**config.mk**
```make
export PLATFORM = sky130hd
export DESIGN_NAME = csr_smbus
export DESIGN_NICKNAME = d
export VERILOG_FILES = /design/src/csr_pkg.sv /design/src/csr_regs.sv /design/src/csr_smbus.sv
export SDC_FILE = /design/constraint.sdc
export NUM_CORES = 1
export LEC_CHECK = 0
export ABC_AREA = 1
export BUFFER_PORTS_ARGS = -buffer_cell sky130_fd_sc_hd__buf_2
export CORE_MARGIN = 3
export CORE_UTILIZATION = 40
export CTS_BUF_LIST = sky130_fd_sc_hd__clkbuf_2 sky130_fd_sc_hd__clkbuf_4 sky130_fd_sc_hd__clkbuf_8
export CTS_CLUSTER_SIZE = 30
export DETAILED_ROUTE_END_ITERATION = 6
export GPL_TIMING_DRIVEN = 1
export PLACE_DENSITY = 0.62
export SKIP_LAST_GASP = 1
export SLEW_MARGIN = 20
export SYNTH_ARGS = -nofsm -noshare
export SYNTH_HDL_FRONTEND = slang
export SYNTH_SLANG_ARGS = --single-unit
```
**constraint.sdc**
```tcl
create_clock -name i_sys_clk -period 2 [get_ports i_sys_clk]
set_input_delay 0.6 -clock i_sys_clk [delete_from_list [all_inputs] [get_ports i_sys_clk]]
set_output_delay 0.6 -clock i_sys_clk [all_outputs]
set_load 0.03 [all_outputs]
```
**src/csr_pkg.sv**
```systemverilog
package csr_pkg;
   localparam logic [7:0] SLAVE_ADDR    = 8'hD2;
   localparam int         CMD_BYTE_BIT  = 7;
   localparam logic [3:0] BYTE_BITS     = 4'h8;
   localparam logic [3:0] LAST_TX_BIT   = 4'h7;
   localparam logic [6:0] IDX_FREQ      = 7'h00;
   localparam logic [6:0] IDX_HOST      = 7'h01;
   localparam logic [6:0] IDX_PCI       = 7'h02;
   localparam logic [7:0] NUM_BYTES     = 8'h03;
   localparam logic [7:0] B0_MASK       = 8'hFE;
   localparam logic [7:0] B0_RST        = 8'h00;
   localparam logic [2:0] HOST_EN_RST   = 3'h7;
   localparam logic [6:0] PCI_EN_RST    = 7'h7F;
   localparam int         SEL_LO_MSB    = 7;
   localparam int         SEL_LO_LSB    = 4;
   localparam int         OVR_BIT       = 3;
   localparam int         SEL_TOP_BIT   = 2;
   localparam int         SPREAD_BIT    = 1;
   localparam int         HOST_EN_MSB   = 7;
   localparam int         HOST_EN_LSB   = 5;
   localparam int         PCI_EN_MSB    = 6;

   typedef enum logic [8:0] {
      ST_IDLE      = 9'h001,
      ST_ADDR      = 9'h002,
      ST_ADDR_ACK  = 9'h004,
      ST_CMD       = 9'h008,
      ST_CMD_ACK   = 9'h010,
      ST_WDATA     = 9'h020,
      ST_WDATA_ACK = 9'h040,
      ST_RDATA     = 9'h080,
      ST_RDATA_ACK = 9'h100
   } csr_state_t;

   function automatic logic [4:0] csr_sw_sel(input logic [7:0] b0);
      csr_sw_sel = {b0[SEL_TOP_BIT], b0[SEL_LO_MSB:SEL_LO_LSB]};
   endfunction
endpackage

```
**src/csr_regs.sv**
```systemverilog
`timescale 1ns/1ps
module csr_regs
   import csr_pkg::*;
(
   input  wire logic       i_sys_clk,
   input  wire logic       i_reset,
   input  wire logic [4:0] i_strap_freq_pins,
   input  wire logic       i_wr_en,
   input  wire logic [6:0] i_wr_index,
   input  wire logic [7:0] i_wr_data,
   input  wire logic [6:0] i_rd_index,
   output logic      [7:0] o_rd_data,
   output logic      [4:0] o_sw_freq_sel,
   output logic            o_strap_override_bit,
   output logic            o_spread_enable,
   output logic      [2:0] o_host_clk_pair_en,
   output logic      [6:0] o_bus_clk_out_en,
   output logic      [4:0] o_freq_sel_eff
);
   typedef struct packed {
      logic [7:0] b0;
      logic [2:0] host_en;
      logic [6:0] pci_en;
      logic [4:0] strap;
      logic       strap_taken;
      logic [7:0] rd_data;
      logic [4:0] freq_eff;
   } csr_regs_state_t;

   csr_regs_state_t r;
   csr_regs_state_t next_r;

   function automatic logic [7:0] rd_byte(input csr_regs_state_t s, input logic [6:0] idx);
      case (idx)
         IDX_FREQ: rd_byte = s.b0 & B0_MASK;
         IDX_HOST: rd_byte = {s.host_en, s.strap};
         IDX_PCI:  rd_byte = {1'b0, s.pci_en};
         default:  rd_byte = 8'h00;
      endcase
   endfunction

   always_comb begin
      next_r = r;
      // Straps are caught on the first edge after reset release
      if (!r.strap_taken) begin
         next_r.strap       = i_strap_freq_pins;
         next_r.strap_taken = 1'b1;
      end
      if (i_wr_en) begin
         case (i_wr_index)
            IDX_FREQ: next_r.b0 = i_wr_data & B0_MASK;
            IDX_HOST: next_r.host_en = i_wr_data[HOST_EN_MSB:HOST_EN_LSB];
            IDX_PCI:  next_r.pci_en = i_wr_data[PCI_EN_MSB:0];
            default:  next_r.pci_en = r.pci_en;
         endcase
      end
      next_r.rd_data  = rd_byte(r, i_rd_index);
      next_r.freq_eff = r.b0[OVR_BIT] ? csr_sw_sel(r.b0) : r.strap;
   end

   always_ff @(posedge i_sys_clk) begin
      if (i_reset) begin
         r <= '{b0: B0_RST, host_en: HOST_EN_RST, pci_en: PCI_EN_RST, strap: 5'h00,
                strap_taken: 1'b0, rd_data: 8'h00, freq_eff: 5'h00};
      end else begin
         r <= next_r;
      end
   end

   assign o_rd_data            = r.rd_data;
   assign o_sw_freq_sel        = csr_sw_sel(r.b0);
   assign o_strap_override_bit = r.b0[OVR_BIT];
   assign o_spread_enable      = r.b0[SPREAD_BIT];
   assign o_host_clk_pair_en   = r.host_en;
   assign o_bus_clk_out_en     = r.pci_en;
   assign o_freq_sel_eff       = r.freq_eff;
endmodule

```
**src/csr_smbus.sv**
```systemverilog
`timescale 1ns/1ps
module csr_smbus
   import csr_pkg::*;
(
   input  wire logic       i_sys_clk,
   input  wire logic       i_reset,
   input  wire logic       i_scl,
   input  wire logic       i_sda,
   output logic            o_sda,
   output logic            o_sda_oe,
   input  wire logic [4:0] i_strap_freq_pins,
   output logic      [4:0] o_sw_freq_sel,
   output logic            o_strap_override_bit,
   output logic            o_spread_enable,
   output logic      [2:0] o_host_clk_pair_en,
   output logic      [6:0] o_bus_clk_out_en,
   output logic      [4:0] o_freq_sel_eff
);
   typedef struct packed {
      csr_state_t st;
      logic       scl_q;
      logic       sda_q;
      logic [3:0] bitcnt;
      logic [7:0] shreg;
      logic       rw;
      logic       block;
      logic       count_pend;
      logic [6:0] index;
      logic       sda_oe;
      logic       wr_en;
      logic [6:0] wr_index;
      logic [7:0] wr_data;
   } csr_smbus_state_t;

   csr_smbus_state_t r;
   csr_smbus_state_t next_r;
   logic [7:0]       rd_data;
   logic             scl_rise;
   logic             scl_fall;
   logic             start_cond;
   logic             stop_cond;
   logic             rx_state;
   logic             rx_done;
   logic [7:0]       tx_byte;

   csr_regs u_regs (
      .i_sys_clk            (i_sys_clk),
      .i_reset              (i_reset),
      .i_strap_freq_pins    (i_strap_freq_pins),
      .i_wr_en              (r.wr_en),
      .i_wr_index           (r.wr_index),
      .i_wr_data            (r.wr_data),
      .i_rd_index           (r.index),
      .o_rd_data            (rd_data),
      .o_sw_freq_sel        (o_sw_freq_sel),
      .o_strap_override_bit (o_strap_override_bit),
      .o_spread_enable      (o_spread_enable),
      .o_host_clk_pair_en   (o_host_clk_pair_en),
      .o_bus_clk_out_en     (o_bus_clk_out_en),
      .o_freq_sel_eff       (o_freq_sel_eff)
   );

   assign scl_rise   = i_scl & ~r.scl_q;
   assign scl_fall   = ~i_scl & r.scl_q;
   assign start_cond = i_scl & r.scl_q & r.sda_q & ~i_sda;
   assign stop_cond  = i_scl & r.scl_q & ~r.sda_q & i_sda;
   assign rx_state   = (r.st == ST_ADDR) || (r.st == ST_CMD) || (r.st == ST_WDATA);
   assign rx_done    = rx_state && scl_fall && (r.bitcnt == BYTE_BITS);
   // A block read starts with the byte count, then data from index 0
   assign tx_byte    = r.count_pend ? NUM_BYTES : rd_data;

   always_comb begin
      next_r       = r;
      next_r.scl_q = i_scl;
      next_r.sda_q = i_sda;
      next_r.wr_en = 1'b0;
      if (start_cond) begin
         next_r.st     = ST_ADDR;
         next_r.bitcnt = 4'h0;
         next_r.sda_oe = 1'b0;
      end else if (stop_cond) begin
         next_r.st     = ST_IDLE;
         next_r.sda_oe = 1'b0;
      end else begin
         if (rx_state && scl_rise && r.bitcnt != BYTE_BITS) begin
            next_r.shreg  = {r.shreg[6:0], i_sda};
            next_r.bitcnt = r.bitcnt + 4'h1;
         end
         case (r.st)
            ST_ADDR: begin
               if (rx_done) begin
                  next_r.bitcnt = 4'h0;
                  if (r.shreg[7:1] == SLAVE_ADDR[7:1]) begin
                     next_r.rw     = r.shreg[0];
                     next_r.sda_oe = 1'b1;
                     next_r.st     = ST_ADDR_ACK;
                  end else begin
                     next_r.st = ST_IDLE;
                  end
               end
            end
            ST_ADDR_ACK: begin
               if (scl_fall) begin
                  if (r.rw) begin
                     next_r.st     = ST_RDATA;
                     next_r.shreg  = tx_byte;
                     next_r.sda_oe = ~tx_byte[7];
                  end else begin
                     next_r.st     = ST_CMD;
                     next_r.sda_oe = 1'b0;
                  end
               end
            end
            ST_CMD: begin
               if (rx_done) begin
                  next_r.bitcnt     = 4'h0;
                  next_r.block      = ~r.shreg[CMD_BYTE_BIT];
                  next_r.count_pend = ~r.shreg[CMD_BYTE_BIT];
                  next_r.index      = r.shreg[CMD_BYTE_BIT] ? r.shreg[6:0] : 7'h00;
                  next_r.sda_oe     = 1'b1;
                  next_r.st         = ST_CMD_ACK;
               end
            end
            ST_CMD_ACK: begin
               if (scl_fall) begin
                  next_r.sda_oe = 1'b0;
                  next_r.st     = ST_WDATA;
               end
            end
            ST_WDATA: begin
               if (rx_done) begin
                  next_r.bitcnt = 4'h0;
                  if (r.count_pend) begin
                     next_r.count_pend = 1'b0;
                  end else begin
                     next_r.wr_en    = 1'b1;
                     next_r.wr_index = r.index;
                     next_r.wr_data  = r.shreg;
                     if (r.block) begin
                        next_r.index = r.index + 7'h01;
                     end
                  end
                  next_r.sda_oe = 1'b1;
                  next_r.st     = ST_WDATA_ACK;
               end
            end
            ST_WDATA_ACK: begin
               if (scl_fall) begin
                  next_r.sda_oe = 1'b0;
                  next_r.st     = r.block ? ST_WDATA : ST_IDLE;
               end
            end
            ST_RDATA: begin
               if (scl_fall) begin
                  if (r.bitcnt == LAST_TX_BIT) begin
                     next_r.sda_oe = 1'b0;
                     next_r.st     = ST_RDATA_ACK;
                  end else begin
                     next_r.shreg  = {r.shreg[6:0], 1'b0};
                     next_r.sda_oe = ~r.shreg[6];
                     next_r.bitcnt = r.bitcnt + 4'h1;
                  end
               end
            end
            ST_RDATA_ACK: begin
               if (scl_rise) begin
                  if (i_sda) begin
                     next_r.st = ST_IDLE;
                  end else if (r.count_pend) begin
                     next_r.count_pend = 1'b0;
                  end else if (r.block) begin
                     next_r.index = r.index + 7'h01;
                  end
               end else if (scl_fall) begin
                  next_r.st     = ST_RDATA;
                  next_r.shreg  = tx_byte;
                  next_r.sda_oe = ~tx_byte[7];
                  next_r.bitcnt = 4'h0;
               end
            end
            default: next_r.st = r.st;
         endcase
      end
   end

   always_ff @(posedge i_sys_clk) begin
      if (i_reset) begin
         r <= '{st: ST_IDLE, scl_q: 1'b1, sda_q: 1'b1, bitcnt: 4'h0, shreg: 8'h00, rw: 1'b0,
                block: 1'b0, count_pend: 1'b0, index: 7'h00, sda_oe: 1'b0, wr_en: 1'b0,
                wr_index: 7'h00, wr_data: 8'h00};
      end else begin
         r <= next_r;
      end
   end

   assign o_sda    = 1'b0;
   assign o_sda_oe = r.sda_oe;
endmodule

```
# [Word-level counts from Yosys, hierarchy flattened]
# Index checks and enable logic that the tools add are counted.
[classes] addsub=2 n_mul=0 order_cmp=0 reduce_logical=28 n_eq_ne=42 div=0 mux=49 bitwise_logic=19 n_shift=0
[op_table] cell="two-way mux 9 bit" n=12
[op_table] cell="one-hot mux 8 bit (3 select lines)" n=3
[op_table] cell="one-hot mux 9 bit (8 select lines)" n=1
[op_table] cell="two-way mux 12 bit" n=5
[op_table] cell="two-way mux 8 bit" n=6
[op_table] cell="inequality test 4 bit (second input constant)" n=9
[op_table] cell="two-way mux 25 bit" n=1
[op_table] cell="inequality test 2 bit (second input constant)" n=12
[op_table] cell="AND reduction 11 bit" n=2
[op_table] cell="two-way mux 7 bit" n=3
[op_table] cell="two-way mux 16 bit" n=1
[op_table] cell="== test 7 x 1 -> 1 bit (second input constant)" n=2
[op_table] cell="== test 7 x 2 -> 1 bit (second input constant)" n=2
[op_table] cell="logical NOT 7 bit" n=2
[op_table] cell="inverter 1 bit" n=12
[op_table] cell="one-hot mux 4 bit (3 select lines)" n=1
[op_table] cell="inequality test 5 bit (second input constant)" n=2
[op_table] cell="AND reduction 10 bit" n=1
[op_table] cell="AND reduction 5 bit" n=2
[op_table] cell="nonzero test 10 bit" n=1
[op_table] cell="== test 9 x 2 -> 1 bit (second input constant)" n=1
[op_table] cell="== test 9 x 3 -> 1 bit (second input constant)" n=1
[op_table] cell="== test 9 x 4 -> 1 bit (second input constant)" n=1
[op_table] cell="== test 9 x 5 -> 1 bit (second input constant)" n=1
[op_table] cell="other kinds (30)" n=56
[totals] reg_bits=86 mem_bits_ro=0 mem_bits_rw=0 latchBits=0 mem_count=0 wordCells=161 output_inout_bits=24

# [Longest topological paths before layout]
# Gate-level depths: netlist (run 1).
[logic_depth] depth_word=9 mapped_depth=14 depth_no_buf=13

# [Hierarchy]
# From an unflattened synthesis (run 1), not the netlist that was laid out.
[unflattened] hier_cells=714 hier_area_um2=4902.2
[modules_own_cells] module="csr_smbus" area_per_inst_um2=3204.3 n_inst=1 seq_area_each_um2=1001.0 cells_per_inst=486
[modules_own_cells] module="csr_regs" area_per_inst_um2=1697.9 n_inst=1 seq_area_each_um2=720.7 cells_per_inst=228

# [Worst setup path before layout (run 1)]
# Ideal clock, no wire load.
[synth_timing] path_kind="input to register" start="input i_scl" end="register r[18] (netlist name)" stages=10 n_path_buf=1 t_required_ns=1.885 setup_time_ns=0.115 t_arrival_ns=1.770 slack_ns=0.115 cell_sequence="inv_1 ha_1 inv_2 nor2_1 inv_1 o21ai_2 nand3_2 buf_6 nor3_2 nor2_1"
[synth_via] elab_chain_len=6 elab_cells_between_ends=16 classes_between="3 x eq/ne; 10 x bitwise; 3 x reduce/logical"
[synth_lines] item="start: declaration" line_no="csr_smbus.sv:7" source="input wire logic i_scl,"
[synth_lines] item="inverter 1 bit" line_no="csr_smbus.sv:64" source="assign scl_fall = ~i_scl & r.scl_q;"
[synth_lines] item="AND 1 bit" line_no="csr_smbus.sv:64"
[synth_lines] item="logical AND 1 bit (2 in series)" line_no="csr_smbus.sv:68" source="assign rx_done = rx_state && scl_fall && (r.bitcnt == BYTE_BITS);"
[synth_lines] item="inequality test 2 bit (no source line)"
[synth_lines] item="AND reduction 7 bit (no source line) (*)"
[synth_lines] item="end signal: assignment" line_no="csr_smbus.sv:188" source="r <= '{st: ST_IDLE, scl_q: 1'b1, sda_q: 1'b1, bitcnt: 4'h0, shreg: 8'h00, rw: 1'b0,"
[synth_lines] item="end signal: assignment" line_no="csr_smbus.sv:192" source="r <= next_r;"
[synth_lines] item="end: declaration" line_no="csr_smbus.sv:35" source="csr_smbus_state_t r;"
# Mark *: on every way between the ends. The rest lies on a longest branch, timed or not.
# A chain may end at the register's enable or synchronous reset.

# [Worst setup path after layout (run 1)]
[layout_timing] start="register r[45] (netlist name)" end="register r[31] (netlist name)"
[layout_via] elab_chain_len=9 elab_cells_between_ends=18 classes_between="6 x eq/ne; 8 x mux; 4 x reduce/logical"
[layout_lines] item="== test 9 x 2 -> 1 bit / == test 9 x 4 -> 1 bit (equally long branches)" line_no="csr_smbus.sv:67" source="assign rx_state = (r.st == ST_ADDR) || (r.st == ST_CMD) || (r.st == ST_WDATA);"
[layout_lines] item="logical OR 1 bit (2 in series)" line_no="csr_smbus.sv:67"
[layout_lines] item="logical AND 1 bit (2 in series)" line_no="csr_smbus.sv:85" source="if (rx_state && scl_rise && r.bitcnt != BYTE_BITS) begin"
[layout_lines] item="two-way mux 12 bit" line_no="csr_smbus.sv:85"
[layout_lines] item="two-way mux 12 bit (tied with other cells)" line_no="csr_smbus.sv:174" source="end else if (scl_fall) begin"
[layout_lines] item="two-way mux 12 bit (tied with other cells)" line_no="csr_smbus.sv:166" source="if (scl_rise) begin"
[layout_lines] item="one-hot mux 8 bit (3 select lines) (*)" line_no="csr_smbus.sv:89" source="case (r.st)"
# Marked as above.

==> results of run 1 <==
## flip-flops by register name, indices dropped and copies added, names as in the netlist
| name | flops |
|---|---|
| o_sda_oe | 1 |
| r | 49 |
| u_regs.o_bus_clk_out_en | 7 |
| u_regs.o_freq_sel_eff | 5 |
| u_regs.o_host_clk_pair_en | 3 |
| u_regs.o_rd_data | 8 |
| u_regs.o_spread_enable | 1 |
| u_regs.o_strap_override_bit | 1 |
| u_regs.o_sw_freq_sel | 5 |
| u_regs.r | 6 |
## where the power goes
part	switching (mW)	leakage, nW	total, mW	internal (mW)
logic	0.180	1.57	0.277	0.0964
clock network	0.685	0.0886	1.21	0.528
registers	0.0291	0.698	1.77	1.75
## logic make-up after synthesis
family / after synthesis / synth area share (%)
other: 1 / 0.0783
AO/OA/AOI/OAI: 135 / 15.2
AND/OR/NAND/NOR: 320 / 32.1
buffers and inverters: 133 / 13.0
XOR/XNOR: 7 / 1.28
adder cells (fa/ha/maj): 9 / 2.35
flip-flops: 86 / 35.9
## routing by layer
layer | global-route usage [%] | vias to the layer above | routed length, µm
li1 | - | 2285 | -
met1 | 26.6 | 2132 | 5800
met2 | 30.3 | 127 | 5680
met3 | 2.30 | 23 | 675
met4 | 6.81 | 0 | 216
met5 | 0 | - | 0
## worst reg2reg max path, delay by kind of cell (launching register included)
kind | cells | cell delay [ns]
AND/OR/NAND/NOR | 7 | 1.07
AO/OA/AOI/OAI | 2 | 0.31
flip-flops | 1 | 0.37
## worst max path at each step
stage                       startpoint                 end  slack [ns]  cells after the start
floorplan                        i_scl  r[18]$_SDFFE_PP0P_        0.11                     10
global placement                 i_scl  r[19]$_SDFFE_PP0P_       -0.04                     11
detailed placement               i_scl  r[36]$_SDFFE_PP0N_       -0.13                     12
CTS                 r[49]$_SDFFE_PP0P_  r[37]$_SDFFE_PP0N_        0.08                     11
global route        r[35]$_SDFFE_PP0N_  r[48]$_SDFFE_PP0P_      -0.005                     11
finish              r[45]$_SDFFE_PP0P_  r[31]$_SDFFE_PP0P_        0.19                      9
## area by class of cell
cell class | count | area [µm²]
clock buffers | 11 | 151
flip-flops and latches | 86 | 1720
inverters | 90 | 345
repair buffers | 59 | 403
multi-input cells | 472 | 2460
fillers | 1186 | 6260
well taps | 143 | 179
clock inverters | 5 | 40.0
## per-stage QoR
step | worst slack [ns] | area (µm²) | TNS, ns | hold WS (ns)
after floorplan | 0.115 | 4790 | 0 | 0.439
after global placement | -0.0354 | 5090 | -0.261 | 0.473
after detailed placement | -0.125 | 5090 | -2.06 | 0.482
after CTS | 0.0846 | 5290 | 0 | 0.466
after global routing | -0.00470 | 5300 | -0.00470 | 0.497
final | 0.189 | 5300 | 0 | 0.468
## cell usage in the layout, fill, tap and decap left out, types with 7 or more instances in the layout
cell and n:
nand3_1 42, nor2_2 9, buf_4 25, buf_2 31, nor2_1 88, dfxtp_1 85, o21ai_0 53, nand4_1 20
nand2_1 124, ha_1 9, clkbuf_8 11, o21ai_1 15, inv_2 12, a21oi_1 48, xor2_1 7, inv_1 74
==> results.cfg, run 1 <==
[outcome]
status = completed

[routing]
drt-total-wl_um = 12400
wl_per_cell_um = 14.3
drc = 0
drt_iter0_drc = 332
vias_per_cell = 5.27
dr.pass1.iters = 6
vias = 4567
ant_nets = 0

[die]
die_area_um2 = 13300
die_w_um = 115
rows = 39
initial_core_util_pct = 41.4
io_pins = 33
core_area_um2 = 11600
die_height_um = 115

[sta]
finalCritPeriodShare_pct = 90.5
slew_viol_final = 0
fin_crit_ns = 1.81
grt_setup_unrepaired = yes
fin_skew_ns = 0.0124
hold_viol = 0
setup_viol = 0
max_clock_freq_mhz = 552

[cts]
cts.sink_count = 86
clock_latency_ns = 0.38
cts_tree = built
root_buffer = clkbuf_8
cts-resized-gates = 0
path_clk_slew_ns = 0.10
postCtsHoldBufs = 0
cts_max_level = 3
cts_buffers = 9
cts_buffer_depth = 2
post-cts-setup-buffers = 0

[grt]
grt_use_total_pct = 19.0
grt_pass1_wl_um = 20400
overflow = 0
grt_antenna_before_repair = 0
grt_pass1_vias = 4226
grt_max_degree = 39

[cells_and_area]
syn2layout_area_growth_pct = 10.7
nNetsFinal = 736
final_layout_size_suffix_gt1_share_pct = 17.7
fin_cells = 866
post-route-util_pct = 45.8
antennaDiodeCount = 0

[critical_path]
regToRegStartpoint = r[45]$_SDFFE_PP0P_
crit_arrival_ns = 2.12
crit_slowest_cell = dfxtp_1
cp_common_cell = nor2_1
crit_type = reg -> reg
slowest_delay_ns = 0.37
critPathLaunchType = flip-flop
end_kind = flip-flop
r2r_cells = 9
critPathTopFamily = simple AND/OR/NAND/NOR gates
cp.required_ns = 2.31
path_buf_inv = 0
path_cells = nor2_4, nand3_1, nor2_1, nand2_1, o21ai_1, nand2_2, nor2_1, nor2_1, a21oi_1
crit_fanout = 8
r2r_end = r[31]$_SDFFE_PP0P_
reg2reg_slack_ns = 0.19

[yosys]
synth_most_common_cell = nand2_1
yosys.area.top_type = dfxtp_1
async_flop_share_pct = 0
yosysTopAreaCellShare_pct = 35.9
synth_cell_types = 44
synth_nets = 709
synth_area_per_cell_um2 = 6.93
netlist_instances = 691
yosysSeqAreaShare_pct = 35.9
synth_edf_count = 0
synthTopCellsByCount = 124 x nand2_1, 90 x nor2_1, 86 x dfxtp_1
synthFlopType = dfxtp_1
synth.area.top_cells = dfxtp_1 36%, nand2_1 9.7%, nor2_1 7.1%
synth-seq-cells = 86
netlist_area_um2 = 4790
yosysWarningCount = 0

[power]
p_total_mw = 3.26
ir_drop_mv = 0.285
power.density_nw_per_um2 = 616
leakage_nw = 2.36

[hold_path]
hold_depth = 3
hold_class = in -> reg
hold_end = r[39]$_SDFF_PP1_
min_from = i_sda

[placement]
port_buffers = 31
dp_hpwl_um = 9310
dp_cells = 850
gp_congestion = 0.926

[run]
drv_cap = 0
Power figures use the tool's default switching activity.
==> inputs of run 2 (changes only) <==
--- a/config.mk
+++ b/config.mk
@@ -7,13 +7,15 @@
 export LEC_CHECK = 0
 export ABC_AREA = 1
 export BUFFER_PORTS_ARGS = -buffer_cell sky130_fd_sc_hd__buf_2
+export CELL_PAD_IN_SITES_DETAIL_PLACEMENT = 1
+export CELL_PAD_IN_SITES_GLOBAL_PLACEMENT = 1
 export CORE_MARGIN = 3
 export CORE_UTILIZATION = 40
 export CTS_BUF_LIST = sky130_fd_sc_hd__clkbuf_2 sky130_fd_sc_hd__clkbuf_4 sky130_fd_sc_hd__clkbuf_8
 export CTS_CLUSTER_SIZE = 30
 export DETAILED_ROUTE_END_ITERATION = 6
 export GPL_TIMING_DRIVEN = 1
-export PLACE_DENSITY = 0.62
+export PLACE_DENSITY = 0.79
 export SKIP_LAST_GASP = 1
 export SLEW_MARGIN = 20
 export SYNTH_ARGS = -nofsm -noshare
==> run 2 against run 1 <==
Effect of this change:
- power grew 3.9%
- core utilization rose by 0.87 points
- cell count rose by 0.58%
- combinational power up 7%
- clock skew hardly changed
- die area did not move
- global-route usage up 3.2 points
- setup slack lost 0.059 ns
- critical path depth is 2 lower
- flip-flop and latch count unchanged
- largest power group unchanged
==> results.cfg, run 2 (synthesized netlist as in run 1, its figures left out) <==
[power]
ir_drop_mv = 0.290
p_switching_mw = 0.927
p_comb_share_pct = 8.7
leakage_nw = 2.41
internal_power_mw = 2.46
power.density_nw_per_um2 = 628
switching_share_pct = 27.3
sequentialPowerShare_pct = 52.4
power_frac_clock_pct = 38.9

[grt]
grt_pass1_vias = 4697
grt_pass1_wl_um = 23400
grt_max_degree = 45
grt_use_total_pct = 22.2
grt_antenna_before_repair = 0
overflow = 0

[cells_and_area]
syn2layout_area_growth_pct = 12.7
final_common_cell = nand2_1
final_layout_size_suffix_gt1_share_pct = 18.8
nNetsFinal = 741
regMostFlops = r
final_cell_mix = 123 x nand2_1, 86 x nor2_1, 85 x dfxtp_1
largest_register_ffs = 49
fin_cells = 871
antennaDiodeCount = 0
post-route-util_pct = 46.7

[routing]
dr.pass1.iters = 4
vias_per_cell = 5.42
ant_nets = 0
wl_per_cell_um = 16.6
drc = 0
drt-total-wl_um = 14400
vias = 4722
drt_iter0_drc = 367

[sta]
max_clock_freq_mhz = 535
setup_tns_ns = 0
slew_viol_final = 0
setup_viol = 0
hold_viol = 0
fin_crit_ns = 1.87
fin_skew_ns = 0.0124
grt_setup_unrepaired = no
slew_headroom_pct = 66.1
finalCritPeriodShare_pct = 93.5
worstMarginPinSlew_ns = 0.505

[die]
die_area_um2 = 13300
die_height_um = 115
core_area_um2 = 11600
rows = 39
io_pins = 33
initial_core_util_pct = 41.4
die_w_um = 115

[cts]
path_clk_slew_ns = 0.10
cts_buffer_depth = 2
cts_tree = built
cts_max_level = 3
postCtsHoldBufs = 0
cts_buffers = 9
root_buffer = clkbuf_8
clock_latency_ns = 0.38
cts.sink_count = 86

[critical_path]
crit_arrival_ns = 2.20
cp.required_ns = 2.33
crit_fanout = 5
end_kind = flip-flop
critPathLaunchType = flip-flop
crit_type = reg -> reg

[placement]
dp_hpwl_um = 10900
gp_congestion = 0.894
dp_cells = 853
port_buffers = 31

[outcome]
status = completed

[hold_path]
hold_class = in -> reg

[run]
drv_cap = 0
==> run 2: what timing repair did <==
action / 4_1_cts / 5_1_grt
buffers inserted: 0 / 1
hold endpoints to repair: 0 / 0
endpoints found under the setup margin: 0 / 45
resized for setup: 0 / 12
==> run 2: final timing paths <==
path                             start                              to  slack [ns]  depth (start not counted)
min               i_strap_freq_pins[1]       u_regs.r[15]$_SDFFE_PP0N_        0.47                          3
max reg2reg         r[21]$_SDFFE_PP0P_  u_regs.o_rd_data[2]$_SDFF_PP0_        0.13                          7
max                 r[21]$_SDFFE_PP0P_  u_regs.o_rd_data[2]$_SDFF_PP0_        0.13                          7
min reg2reg  u_regs.r[14]$_SDFFE_PP0N_       u_regs.r[14]$_SDFFE_PP0N_        0.49                          2
==> run 2: power groups by stage <==
stage	registers, mW	clock network, mW	logic (mW)
2_1_floorplan	1.80	0	0.191
3_3_place_gp	1.81	0	0.278
3_5_place_dp	1.82	0	0.289
4_1_cts	1.78	1.34	0.290
5_1_grt	1.78	1.43	0.331
6_report	1.78	1.32	0.296
==> run 2: through the flow <==
step / hold slack (ns) / setup WS [ns] / instance area, µm² / power, mW
5_1_grt: 0.497 / 0.00129 / 5400 / 3.54
3_5_place_dp: 0.481 / -0.143 / 5120 / 2.10
4_1_cts: 0.462 / 0.0484 / 5320 / 3.41
6_report: 0.467 / 0.130 / 5400 / 3.39
3_3_place_gp: 0.474 / -0.0749 / 5120 / 2.09
2_1_floorplan: 0.439 / 0.115 / 4790 / 1.99
==> run 2: routing by layer <==
| layer | vias up | share of wire, % | global-route usage (%) |
|---|---|---|---|
| met5 | - | 0 | 0 |
| met4 | 0 | 1.5 | 6.26 |
| met3 | 21 | 4.4 | 3.60 |
| met2 | 96 | 47 | 35.7 |
| met1 | 2302 | 47 | 30.9 |
| li1 | 2303 | - | - |
==> run 2: cell type report <==
cell class | count | area (µm²)
Fill cell | 1516 | 6160
Timing Repair Buffer | 64 | 458
Sequential cell | 86 | 1720
Inverter | 90 | 345
Multi-Input combinational cell | 472 | 2490
Clock buffer | 10 | 138
Clock inverter | 6 | 67.6
Tap cell | 143 | 179
==> run 2: worst max-delay path, stage by stage (launching register included) <==
cell,delay (ns)
dfxtp_1,0.35
nor3_1,0.46
nand4_1,0.38
inv_1,0.26
nand2_1,0.10
o211ai_1,0.11
nand2_1,0.10
inv_1,0.07
